===== src/rtl/gpp_pkg.sv =====
// gpp_pkg: constants and carrier types for the general-purpose port block
// assumes: one 8-bit port per instance, cpu access on the system clock
package gpp_pkg;

  localparam int unsigned GPP_WIDTH = 8;
  localparam logic [GPP_WIDTH-1:0] GPP_DIR_RESET = 8'h00;
  localparam logic [GPP_WIDTH-1:0] GPP_LATCH_RESET = 8'h00;
  localparam logic GPP_DIR_IN = 1'h0;
  localparam logic GPP_DIR_OUT = 1'h1;
  localparam logic [GPP_WIDTH-1:0] GPP_DIR_INVALID_READ = 8'h00;

  // cpu access to the port: data register and direction register
  typedef struct packed {
    logic data_wr;
    logic data_rd;
    logic dir_wr;
    logic dir_rd;
    logic [GPP_WIDTH-1:0] wdata;
  } gpp_access_type;

  // pad-side controls for all pins of the port
  typedef struct packed {
    logic [GPP_WIDTH-1:0] out;
    logic [GPP_WIDTH-1:0] oe;
    logic [GPP_WIDTH-1:0] pullup_en;
  } gpp_pad_type;

endpackage


===== src/rtl/gpp_port.sv =====
// gpp_port: one 8-bit i/o port with direction, latch and pull-up control
// assumes: pins arrive asynchronously, cpu strobes are on mclk
//
// Overview of operation
// - pull-up connects only in input mode
// - open-drain pin releases when latch is one
// - each direction register bit selects its own pin's mode
// - input bit reads synchronised pin level
// - input-bit write only updates the latch
// - output bit reads latch or peripheral output
// - output-bit write loads latch, drives pin except where an open-drain bit is written one
// - direction register is write-only, reads invalid
// - all pins input after reset
// - read-modify-write stores what each bit read
`timescale 1ns/1ps
module gpp_port
  import gpp_pkg::*;
#(
  parameter logic [GPP_WIDTH-1:0] OPEN_DRAIN = 8'h00,
  parameter logic [GPP_WIDTH-1:0] PERIPH_READ = 8'h00
) (
  // clock and reset
  input wire logic mclk,
  input wire logic rst_n,
  input wire logic clk_en,
  // cpu access
  input wire gpp_access_type acc,
  output logic [GPP_WIDTH-1:0] rdata_q,
  // pull-up control and peripheral output
  input wire logic [GPP_WIDTH-1:0] pullup_ctl,
  input wire logic [GPP_WIDTH-1:0] periph_out,
  // pins
  input wire logic [GPP_WIDTH-1:0] pin_in,
  output gpp_pad_type pad_q
);

  // ----------------------------------------------------------------
  // state
  // ----------------------------------------------------------------
  logic [GPP_WIDTH-1:0] dir_q;
  logic [GPP_WIDTH-1:0] latch_q;
  logic [GPP_WIDTH-1:0] pin_meta_q;
  logic [GPP_WIDTH-1:0] pin_sync_q;
  logic [GPP_WIDTH-1:0] read_view;

  // per-bit value seen by a read of the data register
  function automatic logic [GPP_WIDTH-1:0] port_view(
    input logic [GPP_WIDTH-1:0] dir,
    input logic [GPP_WIDTH-1:0] lat,
    input logic [GPP_WIDTH-1:0] pin,
    input logic [GPP_WIDTH-1:0] per
  );
    logic [GPP_WIDTH-1:0] outv;
    outv = (PERIPH_READ & per) | (~PERIPH_READ & lat);
    return (dir & outv) | (~dir & pin);
  endfunction

  assign read_view = port_view(dir_q, latch_q, pin_sync_q, periph_out);

  // ----------------------------------------------------------------
  // pin synchroniser
  // ----------------------------------------------------------------
  always_ff @(posedge mclk or negedge rst_n) begin
    if (!rst_n) begin
      pin_meta_q <= GPP_LATCH_RESET;
      pin_sync_q <= GPP_LATCH_RESET;
    end else if (clk_en) begin
      pin_meta_q <= pin_in;
      pin_sync_q <= pin_meta_q;
    end
  end

  // ----------------------------------------------------------------
  // direction register
  // ----------------------------------------------------------------
  always_ff @(posedge mclk or negedge rst_n) begin
    if (!rst_n) begin
      dir_q <= GPP_DIR_RESET;
    end else if (clk_en && acc.dir_wr) begin
      dir_q <= acc.wdata;
    end
  end

  // ----------------------------------------------------------------
  // port latch
  // ----------------------------------------------------------------
  // latch loads on every write regardless of mode; a read-modify-write
  // arrives as a write of the value the cpu read, so input bits take the
  // pin level and periph-read bits take the peripheral value
  always_ff @(posedge mclk or negedge rst_n) begin
    if (!rst_n) begin
      latch_q <= GPP_LATCH_RESET;
    end else if (clk_en && acc.data_wr) begin
      latch_q <= acc.wdata;
    end
  end

  // ----------------------------------------------------------------
  // read data
  // ----------------------------------------------------------------
  always_ff @(posedge mclk or negedge rst_n) begin
    if (!rst_n) begin
      rdata_q <= GPP_LATCH_RESET;
    end else if (clk_en) begin
      if (acc.data_rd) begin
        rdata_q <= read_view;
      end else if (acc.dir_rd) begin
        rdata_q <= GPP_DIR_INVALID_READ;
      end
    end
  end

  // ----------------------------------------------------------------
  // pad drive
  // ----------------------------------------------------------------
  logic [GPP_WIDTH-1:0] oe_d;
  logic [GPP_WIDTH-1:0] lat_d;
  logic [GPP_WIDTH-1:0] dir_d;

  always_comb begin
    dir_d = dir_q;
    lat_d = latch_q;
    if (acc.dir_wr) begin
      dir_d = acc.wdata;
    end
    if (acc.data_wr) begin
      lat_d = acc.wdata;
    end
    oe_d = dir_d & ~(OPEN_DRAIN & lat_d);
  end

  always_ff @(posedge mclk or negedge rst_n) begin
    if (!rst_n) begin
      pad_q <= '0;
    end else if (clk_en) begin
      pad_q.out <= lat_d & ~OPEN_DRAIN;
      pad_q.oe <= oe_d;
      pad_q.pullup_en <= pullup_ctl & ~dir_d;
    end
  end
endmodule

===== config.mk =====
export PLATFORM = sky130hd
export DESIGN_NAME = gpp_port
export DESIGN_NICKNAME = d
export VERILOG_FILES = /design/src/rtl/gpp_pkg.sv /design/src/rtl/gpp_port.sv
export SDC_FILE = /design/constraint.sdc
export NUM_CORES = 1
export LEC_CHECK = 0
export BUFFER_PORTS_ARGS = -buffer_cell sky130_fd_sc_hd__buf_2
export CAP_MARGIN = 0
export CELL_PAD_IN_SITES_DETAIL_PLACEMENT = 0
export CELL_PAD_IN_SITES_GLOBAL_PLACEMENT = 1
export CORE_MARGIN = 4
export CORE_UTILIZATION = 35
export CTS_CLUSTER_DIAMETER = 40
export DETAILED_ROUTE_END_ITERATION = 10
export GPL_TIMING_DRIVEN = 0
export PLACE_DENSITY_LB_ADDON = 0.1
export SETUP_SLACK_MARGIN = 0.3
export SLEW_MARGIN = 20
export SYNTH_ARGS = -nofsm -noshare
export SYNTH_HDL_FRONTEND = slang
export SYNTH_SLANG_ARGS = --single-unit

===== constraint.sdc =====
create_clock -name mclk -period 1.4 [get_ports mclk]
set_input_delay 0.28 -clock mclk [delete_from_list [all_inputs] [get_ports mclk]]
set_output_delay 0.28 -clock mclk [all_outputs]
set_load 0.01 [all_outputs]

After elaboration in Yosys (flattened, before gate mapping) --
Index checks and enable logic that the tools add are counted.
Storage, ports and cells: flip-flop bits (word level) 64, bits in latches 0, RAM bits 0, ROM bits 0, bits of input ports 39, output and inout bits 32, logic and storage cells 22, memories 0
Cells by class: add/sub/neg operators 0, multiply operators 0, div/mod/pow operators 0, magnitude comparators 0, equal/unequal tests 0, shift operators 0, muxes and demuxes 4, bitwise logic cells 6, reductions and logical operators 4
Operator list (count):
- two-way mux 8 bit | 4
- AND 8 bit | 3
- inverter 8 bit | 2
- OR 8 bit | 1
- logical AND 1 bit | 2
- AND reduction 2 bit | 1
- nonzero test 2 bit | 1

Depth between registers and ports, before layout --
Gate-level depths: netlist (run 1).
word-level depth 4, mapped depth 5, gate-level depth less buffers 2

Worst setup path before layout (run 1) --
Ideal clock, no wire load.
path kind input -> register, start input acc[9] in the netlist's numbering, end register pad_q[10] in the netlist's numbering, library setup time 0.125 ns, arrival time 0.964 ns, required time 1.275 ns, slack 0.311 ns, stages 3, path buffers 1, path through buf_6 -> mux2_4 -> mux2_4
On the way: word-level cells in the longest chain between the ends 1
RTL lines:
- start: declaration | line gpp_port.sv:27 | input wire gpp_access_type acc,
- two-way mux 8 bit | line gpp_port.sv:123 | if (acc.dir_wr) begin
- end: declaration | line gpp_port.sv:34 | output gpp_pad_type pad_q
Every way passes these cells. A chain may end at the register's enable or synchronous reset.

Final worst setup path (run 1) --
start register rdata_q[3], end output rdata_q[3]
RTL lines:
- start: declaration | line gpp_port.sv:28 | output logic [GPP_WIDTH-1:0] rdata_q,
- start signal: assignment | line gpp_port.sv:106 | rdata_q <= read_view;
No word-level cell between the ends.

==> results of run 1 <==
## path summary, 6_finish.rpt
check | depth (start not counted) | slack [ns] | to | from
setup / recovery | 1 | 0.26 | rdata_q[3] | rdata_q[3]
hold / removal | 2 | 0.18 | pin_meta_q[1] | pin_in[1]
setup reg to reg | 2 | 0.33 | pad_q[14] | dir_q[6]
hold reg to reg | 1 | 0.49 | rdata_q[7] | rdata_q[7]
max in group asynchronous | 3 | 0.54 | pin_meta_q[2] | rst_n
min in group asynchronous | 2 | 0.35 | pad_q[8] | rst_n
## state kept, by name (all words and copies together), names as in the netlist
| signal | count |
|---|---|
| rdata_q | 8 |
| pin_meta_q | 8 |
| pin_sync_q | 8 |
| pad_q | 24 |
| latch_q | 8 |
| dir_q | 8 |
## layer usage
layer	GRT usage	vias to the layer above	wire (µm)	part of all wire
met5	0	-	0	0
met1	0.1930	792	2799	0.49
met2	0.1922	43	2546	0.44
li1	-	850	-	-
met4	0.05687	0	55	0.0095
met3	0.03518	6	364	0.063
## logic make-up after synthesis
logic type,share of synthesized area
mux,0.2811
simple gates,0.02820
compound gates,0.06242
flops,0.5918
buf+inv,0.03652
## layout make-up
type / count / area [µm²]
fill: 700 / 3861
sequential: 64 / 1602
multi-input combinational: 108 / 1006
timing repair buffer: 78 / 494.2
clock buffer: 13 / 168.9
tap: 99 / 123.9
buffer: 9 / 68.82
inverter: 8 / 30.03
clock inverter: 3 / 15.01
## what timing repair did
item,CTS,global route
buffers inserted,12,5
resized for setup,0,5
endpoints found under the hold margin,13,0
pin swaps,0,0
hold buffers,1,0
setup endpoints to repair,32,32
## cells in the final DEF, fill, tap and decap left out, drive strengths merged
cell type,synthesis,routed
o2bb2ai,8,8
buf,8,85
nor2,8,8
mux2i,16,16
clkbuf,1,14
clkinv,0,3
o22ai,8,8
inv,8,8
dfrtp,64,64
o21ai,1,1
a21oi,8,8
dlygate4sd3,0,1
mux2,48,48
nand2,11,11
## metrics by stage
stage	util	std cells	cell area [µm²]	hold slack, ns
after detailed placement	0.4282	348	3156	0.1512
after floorplan	-	189	2706	-0.01559
after global placement	0.4241	347	3126	0.4729
after CTS	0.4667	377	3440	0.1640
final	0.4761	382	3508	0.1827
after global routing	0.4761	382	3508	0.1594
## power breakdown
group	switching [W]	total (W)	internal [W]
Combinational	0.000387	0.000941	0.000553
Sequential	0.000166	0.00228	0.00211
Clock	0.000677	0.00146	0.000780
Total	0.00123	0.00468	0.00345
==> summary.md, run 1 <==
| Metric | Value |
|---|---|
| Peak supply drop | 0.5274 mV |
| Routed wire length | 5766 µm |
| Leak | 1.711 nW |
| Cell family with most CP delay | flip-flops |
| Starting Density | 0.3672 |
| Fin. Hold Viols | 0 |
| Rows | 31 |
| Period utilisation layout | 0.8169 |
| Worst-Margin Slew | 0.5074 ns |
| Minimum clock period after layout | 1.144 ns |
| Power Total | 0.004676 W |
| Ys Warns | 0 |
| Critical path buffer and inverter count | 1 |
| CP Cell Sequence | buf_2 |
| Total CTS buffers | 9 |
| Synthesis-to-layout area growth | 29.63% |
| Top-count cell post-synth | dfrtp_1 |
| # diodes | 0 |
| Place WS | 0.2423 ns |
| Die area | 0.009204 mm² |
| Wirelength per Cell | 15.09 µm |
| Final Wtd Congestion | 0.6820 |
| Worst path max stage delay | 0.40 ns |
| Dominant cell type by area after synthesis | dfrtp_1 |
| Via Count | 1691 |
| Worst slew margin | 0.6617 |
| Synthesized netlist cell count | 189 |
| Fin Clk Skew | 0.002583 ns |
| Clock sinks | 64 |
| Critical path arrival | 0.86 ns |
| Post-synth EDFFs | 0 |
| Post-synth top cells | dfrtp_1 (64), mux2_2 (32), mux2_4 (16), mux2i_1 (16), nand2_1 (9) |
| DRT antenna net count | 0 |
| Crit Path Category | reg2out |
| Initial DRC Count | 26 |
| Htree depth | 3 |
| Crit Path Max Fanout | 2 |
| Yosys top cell area share | 0.5918 |
| Die Height | 95.94 µm |
| Drt drc | 0 |
| Setup TNS | 0 ns |
| Nets | 317 |
| Final setup violation count | 0 |
| Status | finished, final reports clean |
| Total track usage | 0.1348 |
| Main synth FF type | dfrtp_1 |
| Io pins | 71 |
| Slew Viols, Final | 0 |
| Final setup margin | 0.2563 ns |
| Share of cells above drive strength 1 | 0.5336 |
| CTS tree | done |
| Core Area | 0.007370 mm² |
| Number of vias per cell | 4.427 |
| First-pass GRT wire length | 9149 µm |
| Max_cap viols | 0 |
| Die Wd | 95.94 µm |
| Async set or reset register ratio after synthesis | 1.000 |
| Power per cell area | 1333 mW/mm² |
| Largest net degree at the start of global routing | 52 |
| Crit path required time | 1.12 ns |
| Initial antenna violation count | 0 |
| Port Buffers | 59 |
| Clk slew on worst S/H paths | 0.07 ns |
| Clock Tree Buf Depth | 2 |
| Worst skew pair latency | 0.32 ns |
| Highest achievable clock rate | 874.4 MHz |
| Mean Syn Cell Area | 14.32 µm² |
| Sequential fraction of the synthesis area | 0.5918 |
| Total gr overflow | 0 |
| Worst path slowest cell | dfrtp_1 |
| Crit start category | flip-flop |
| Synth Cell Area | 0.002706 mm² |
| First-pass detailed-route iteration total | 4 |
| RSZ-0062 raised after global routing | yes |
| Hpwl dp | 4123 µm |
| Number of synthesized register bits | 64 |
| Syn_nets | 228 |
| Netlist cell types | 16 |
| HP Class | in2reg |
| Vias in the first global route | 1769 |
| CTS Root Cell | clkbuf_8 |
| Top post-synthesis cells by area | dfrtp_1 (59%), mux2_2 (13%), mux2_4 (8.9%) |
| Critical path endpoint category | output port |
Power figures use the tool's default switching activity.
==> inputs of run 2 (changes only) <==
--- a/config.mk
+++ b/config.mk
@@ -5,12 +5,13 @@
 export SDC_FILE = /design/constraint.sdc
 export NUM_CORES = 1
 export LEC_CHECK = 0
+export ABC_AREA = 1
 export BUFFER_PORTS_ARGS = -buffer_cell sky130_fd_sc_hd__buf_2
 export CAP_MARGIN = 0
 export CELL_PAD_IN_SITES_DETAIL_PLACEMENT = 0
 export CELL_PAD_IN_SITES_GLOBAL_PLACEMENT = 1
 export CORE_MARGIN = 4
-export CORE_UTILIZATION = 35
+export CORE_UTILIZATION = 34
 export CTS_CLUSTER_DIAMETER = 40
 export DETAILED_ROUTE_END_ITERATION = 10
 export GPL_TIMING_DRIVEN = 0
==> constraint.sdc (replaced) <==
create_clock -name mclk -period 1.05 [get_ports mclk]
set_input_delay 0.21 -clock mclk [delete_from_list [all_inputs] [get_ports mclk]]
set_output_delay 0.21 -clock mclk [all_outputs]
set_load 0.01 [all_outputs]
==> run 2 against run 1 <==
Compared with the run above:
- the run now ends with negative hold slack, negative setup slack left
- synthesized cell count is 83% higher
- via count rose by 42%
- clock-buffer cell count down 1
- setup slack got worse by 0.30 ns
- sequential cell count did not move
- register-to-register slack got worse by 0.10 ns
- first-iteration DRC count increased to 3.1 times the previous value
- total power is 41% higher
- clock power increased by 62%
- global-route usage increased by 1.9 points
- sequential power increased by 29%
- largest power group unchanged
==> summary.md, run 2 <==
| Metric | Value |
|---|---|
| Status | finished, violations left |
| Failing checks | negative hold slack, negative setup slack |
| Critical path buffer and inverter count | 1 |
| Synthesis-to-layout area growth | 37.64% |
| Hold Slack | -0.2073 ns |
| Clock sinks | 64 |
| Nets | 479 |
| Dominant cell type by area after synthesis | dfrtp_1 |
| First-pass GRT wire length | 11650 µm |
| Clk slew on worst S/H paths | 0.07 ns |
| CP Cell Sequence | buf_2 |
| Synthesized netlist cell count | 346 |
| Period utilisation layout | 1.037 |
| Final Wtd Congestion | 0.7239 |
| Number of vias per cell | 4.388 |
| Vias in the first global route | 2406 |
| Final setup violation count | 30 |
| Die Wd | 98.83 µm |
| Non-filler cells, final | 546 |
| Peak supply drop | 0.6958 mV |
| RR Startpoint | dir_q[1] |
| Port Buffers | 60 |
| Power per cell area | 1702 mW/mm² |
| Placed instance area | 0.003284 mm² |
| Dpl cells | 509 |
| Minimum clock period after layout | 1.089 ns |
| Most common cell after layout, fill and taps aside | nand2_1 |
| Fin. Hold Viols | 30 |
| Total CTS buffers | 9 |
| CTS Root Cell | clkbuf_8 |
| Top post-synthesis cells by area | dfrtp_1 (57%), nand2_1 (29%), inv_1 (3.3%) |
| Fillers | 825 |
| Wirelength per Cell | 13.09 µm |
| Mean Syn Cell Area | 8.107 µm² |
| Crit Path Max Fanout | 2 |
| Max_cap viols | 0 |
| Worst-Margin Slew | 0.4184 ns |
| Crit path required time | 0.84 ns |
| Cell family with most CP delay | flip-flops |
| Via Count | 2396 |
| Initial antenna violation count | 0 |
| Post-synth top cells | nand2_1 (213), dfrtp_1 (64), inv_1 (25) |
| Hpwl dp | 5129 µm |
| RSZ-0062 raised after global routing | yes |
| Htree depth | 3 |
| Final instance area | 0.003861 mm² |
| Post-synth EDFFs | 0 |
| Largest net degree at the start of global routing | 35 |
| Worst skew pair latency | 0.34 ns |
| Die Height | 98.83 µm |
| Synth Cell Area | 0.002805 mm² |
| Max reg flops | 24 |
| Highest achievable clock rate | 918.1 MHz |
| Ys Warns | 0 |
| Critical path endpoint category | output port |
| Sequential fraction of the synthesis area | 0.5709 |
| Share of cells above drive strength 1 | 0.4009 |
| Critical path arrival | 0.88 ns |
| Fin Clk Skew | 0.007578 ns |
| HP Class | in2async |
| Yosys top cell area share | 0.5709 |
| Top-count cell post-synth | nand2_1 |
| CTS tree | done |
| Starting Density | 0.3556 |
| Total track usage | 0.1537 |
| Syn_nets | 385 |
| CP Launch Point | pad_q[9] |
| Worst path max stage delay | 0.40 ns |
| Clock Tree Buf Depth | 2 |
| Drt drc | 0 |
| Initial DRC Count | 81 |
| Crit start category | flip-flop |
| Leak | 2.231 nW |
| Netlist cell types | 14 |
| Largest reg by FF count | pad_q |
| Main synth FF type | dfrtp_1 |
| Number of synthesized register bits | 64 |
| Worst path slowest cell | dfrtp_1 |
| First-pass detailed-route iteration total | 4 |
| Most frequent cells in the layout | nand2_1 (176), dfrtp_1 (64), buf_2 (60), nand2_2 (37), inv_1 (17) |
| Core Area | 0.007888 mm² |
| Worst slew margin | 0.7211 |
| Async set or reset register ratio after synthesis | 1.000 |
| Routed wire length | 7147 µm |
| Crit Path Category | reg2out |
| DRT antenna net count | 0 |
| Slew Viols, Final | 0 |
| Final setup margin | -0.03917 ns |
| Rows | 32 |
| # diodes | 0 |
| Die area | 0.009767 mm² |
| Io pins | 71 |
| Total gr overflow | 0 |
[run 2: cell count changes after synthesis, moves of 8 or more]
| cell | change |
|---|---|
| mux2_2 | -32 |
| nand3_1 | +16 |
| nand2_1 | +204 |
| o2bb2ai_1 | -8 |
| inv_1 | +17 |
| o21ai_2 | +8 |
| a21oi_1 | -8 |
| mux2_4 | -16 |
| nor2_1 | -8 |
| mux2i_1 | -16 |
| o22ai_1 | -8 |
[run 2: path summary, 6_finish.rpt]
path	end	slack (ns)	depth (start not counted)
max	pad_q[9]	-0.04	1
min	rdata_q[5]	-0.21	1
max reg2reg	pad_q[1]	0.23	5
min reg2reg	rdata_q[3]	0.47	2
max in group asynchronous	pin_meta_q[6]	0.73	2
min in group mclk	pin_meta_q[1]	0.07	3
[run 2: cell type report]
| class | instances | area [µm²] | share of cell area |
|---|---|---|---|
| Clock buffer | 12 | 155.1 | 0.04018 |
| Multi-Input combinational cell | 243 | 1154 | 0.2988 |
| Inverter | 29 | 113.9 | 0.02949 |
| Clock inverter | 3 | 65.06 | 0.01685 |
| Tap cell | 102 | 127.6 | 0.03305 |
| Buffer | 10 | 107.6 | 0.02787 |
| Timing Repair Buffer | 83 | 536.8 | 0.1390 |
| Sequential cell | 64 | 1602 | 0.4148 |
[run 2: where the power goes]
| group | internal [W] | leakage, nW | switching, W |
|---|---|---|---|
| Combinational | 0.000579 | 1.32 | 0.000679 |
| Clock | 0.00145 | 0.112 | 0.000919 |
| Sequential | 0.00276 | 0.802 | 0.000190 |
| Total | 0.00479 | 2.23 | 0.00179 |
[run 2: cell families after synthesis]
kind of cell	synth area share
compound gates	0.03167
buf+inv	0.07181
flops	0.5709
simple gates	0.3256
[run 2: metrics by stage]
step | hold WS [ns] | utilization | power, W | TNS, ns | setup WS [ns]
2_1_floorplan | -0.08559 | - | 0.003524 | 0 | 0.2992
3_3_place_gp | 0.4106 | 0.4135 | 0.003950 | -36.64 | -0.5752
3_5_place_dp | 0.1740 | 0.4164 | 0.003975 | 0 | 0.1613
4_1_cts | -0.2031 | 0.4637 | 0.006491 | -1.061 | -0.06248
5_1_grt | -0.1783 | 0.4895 | 0.006942 | -1.602 | -0.06804
6_report | -0.2073 | 0.4895 | 0.006573 | -0.4730 | -0.03917
[run 2: timing repair]
item	in CTS	in global routing
buffers inserted	12	10
pin swaps	5	21
endpoints found under the hold margin	30	30
resized for setup	25	43
endpoints found under the setup margin	56	57
[run 2: routing by layer]
metal  GRT usage  wire length (µm)
met4     0.06303               109
met1      0.1928              3157
met2      0.2583              3584
met3     0.03114               295
met5           0                 0
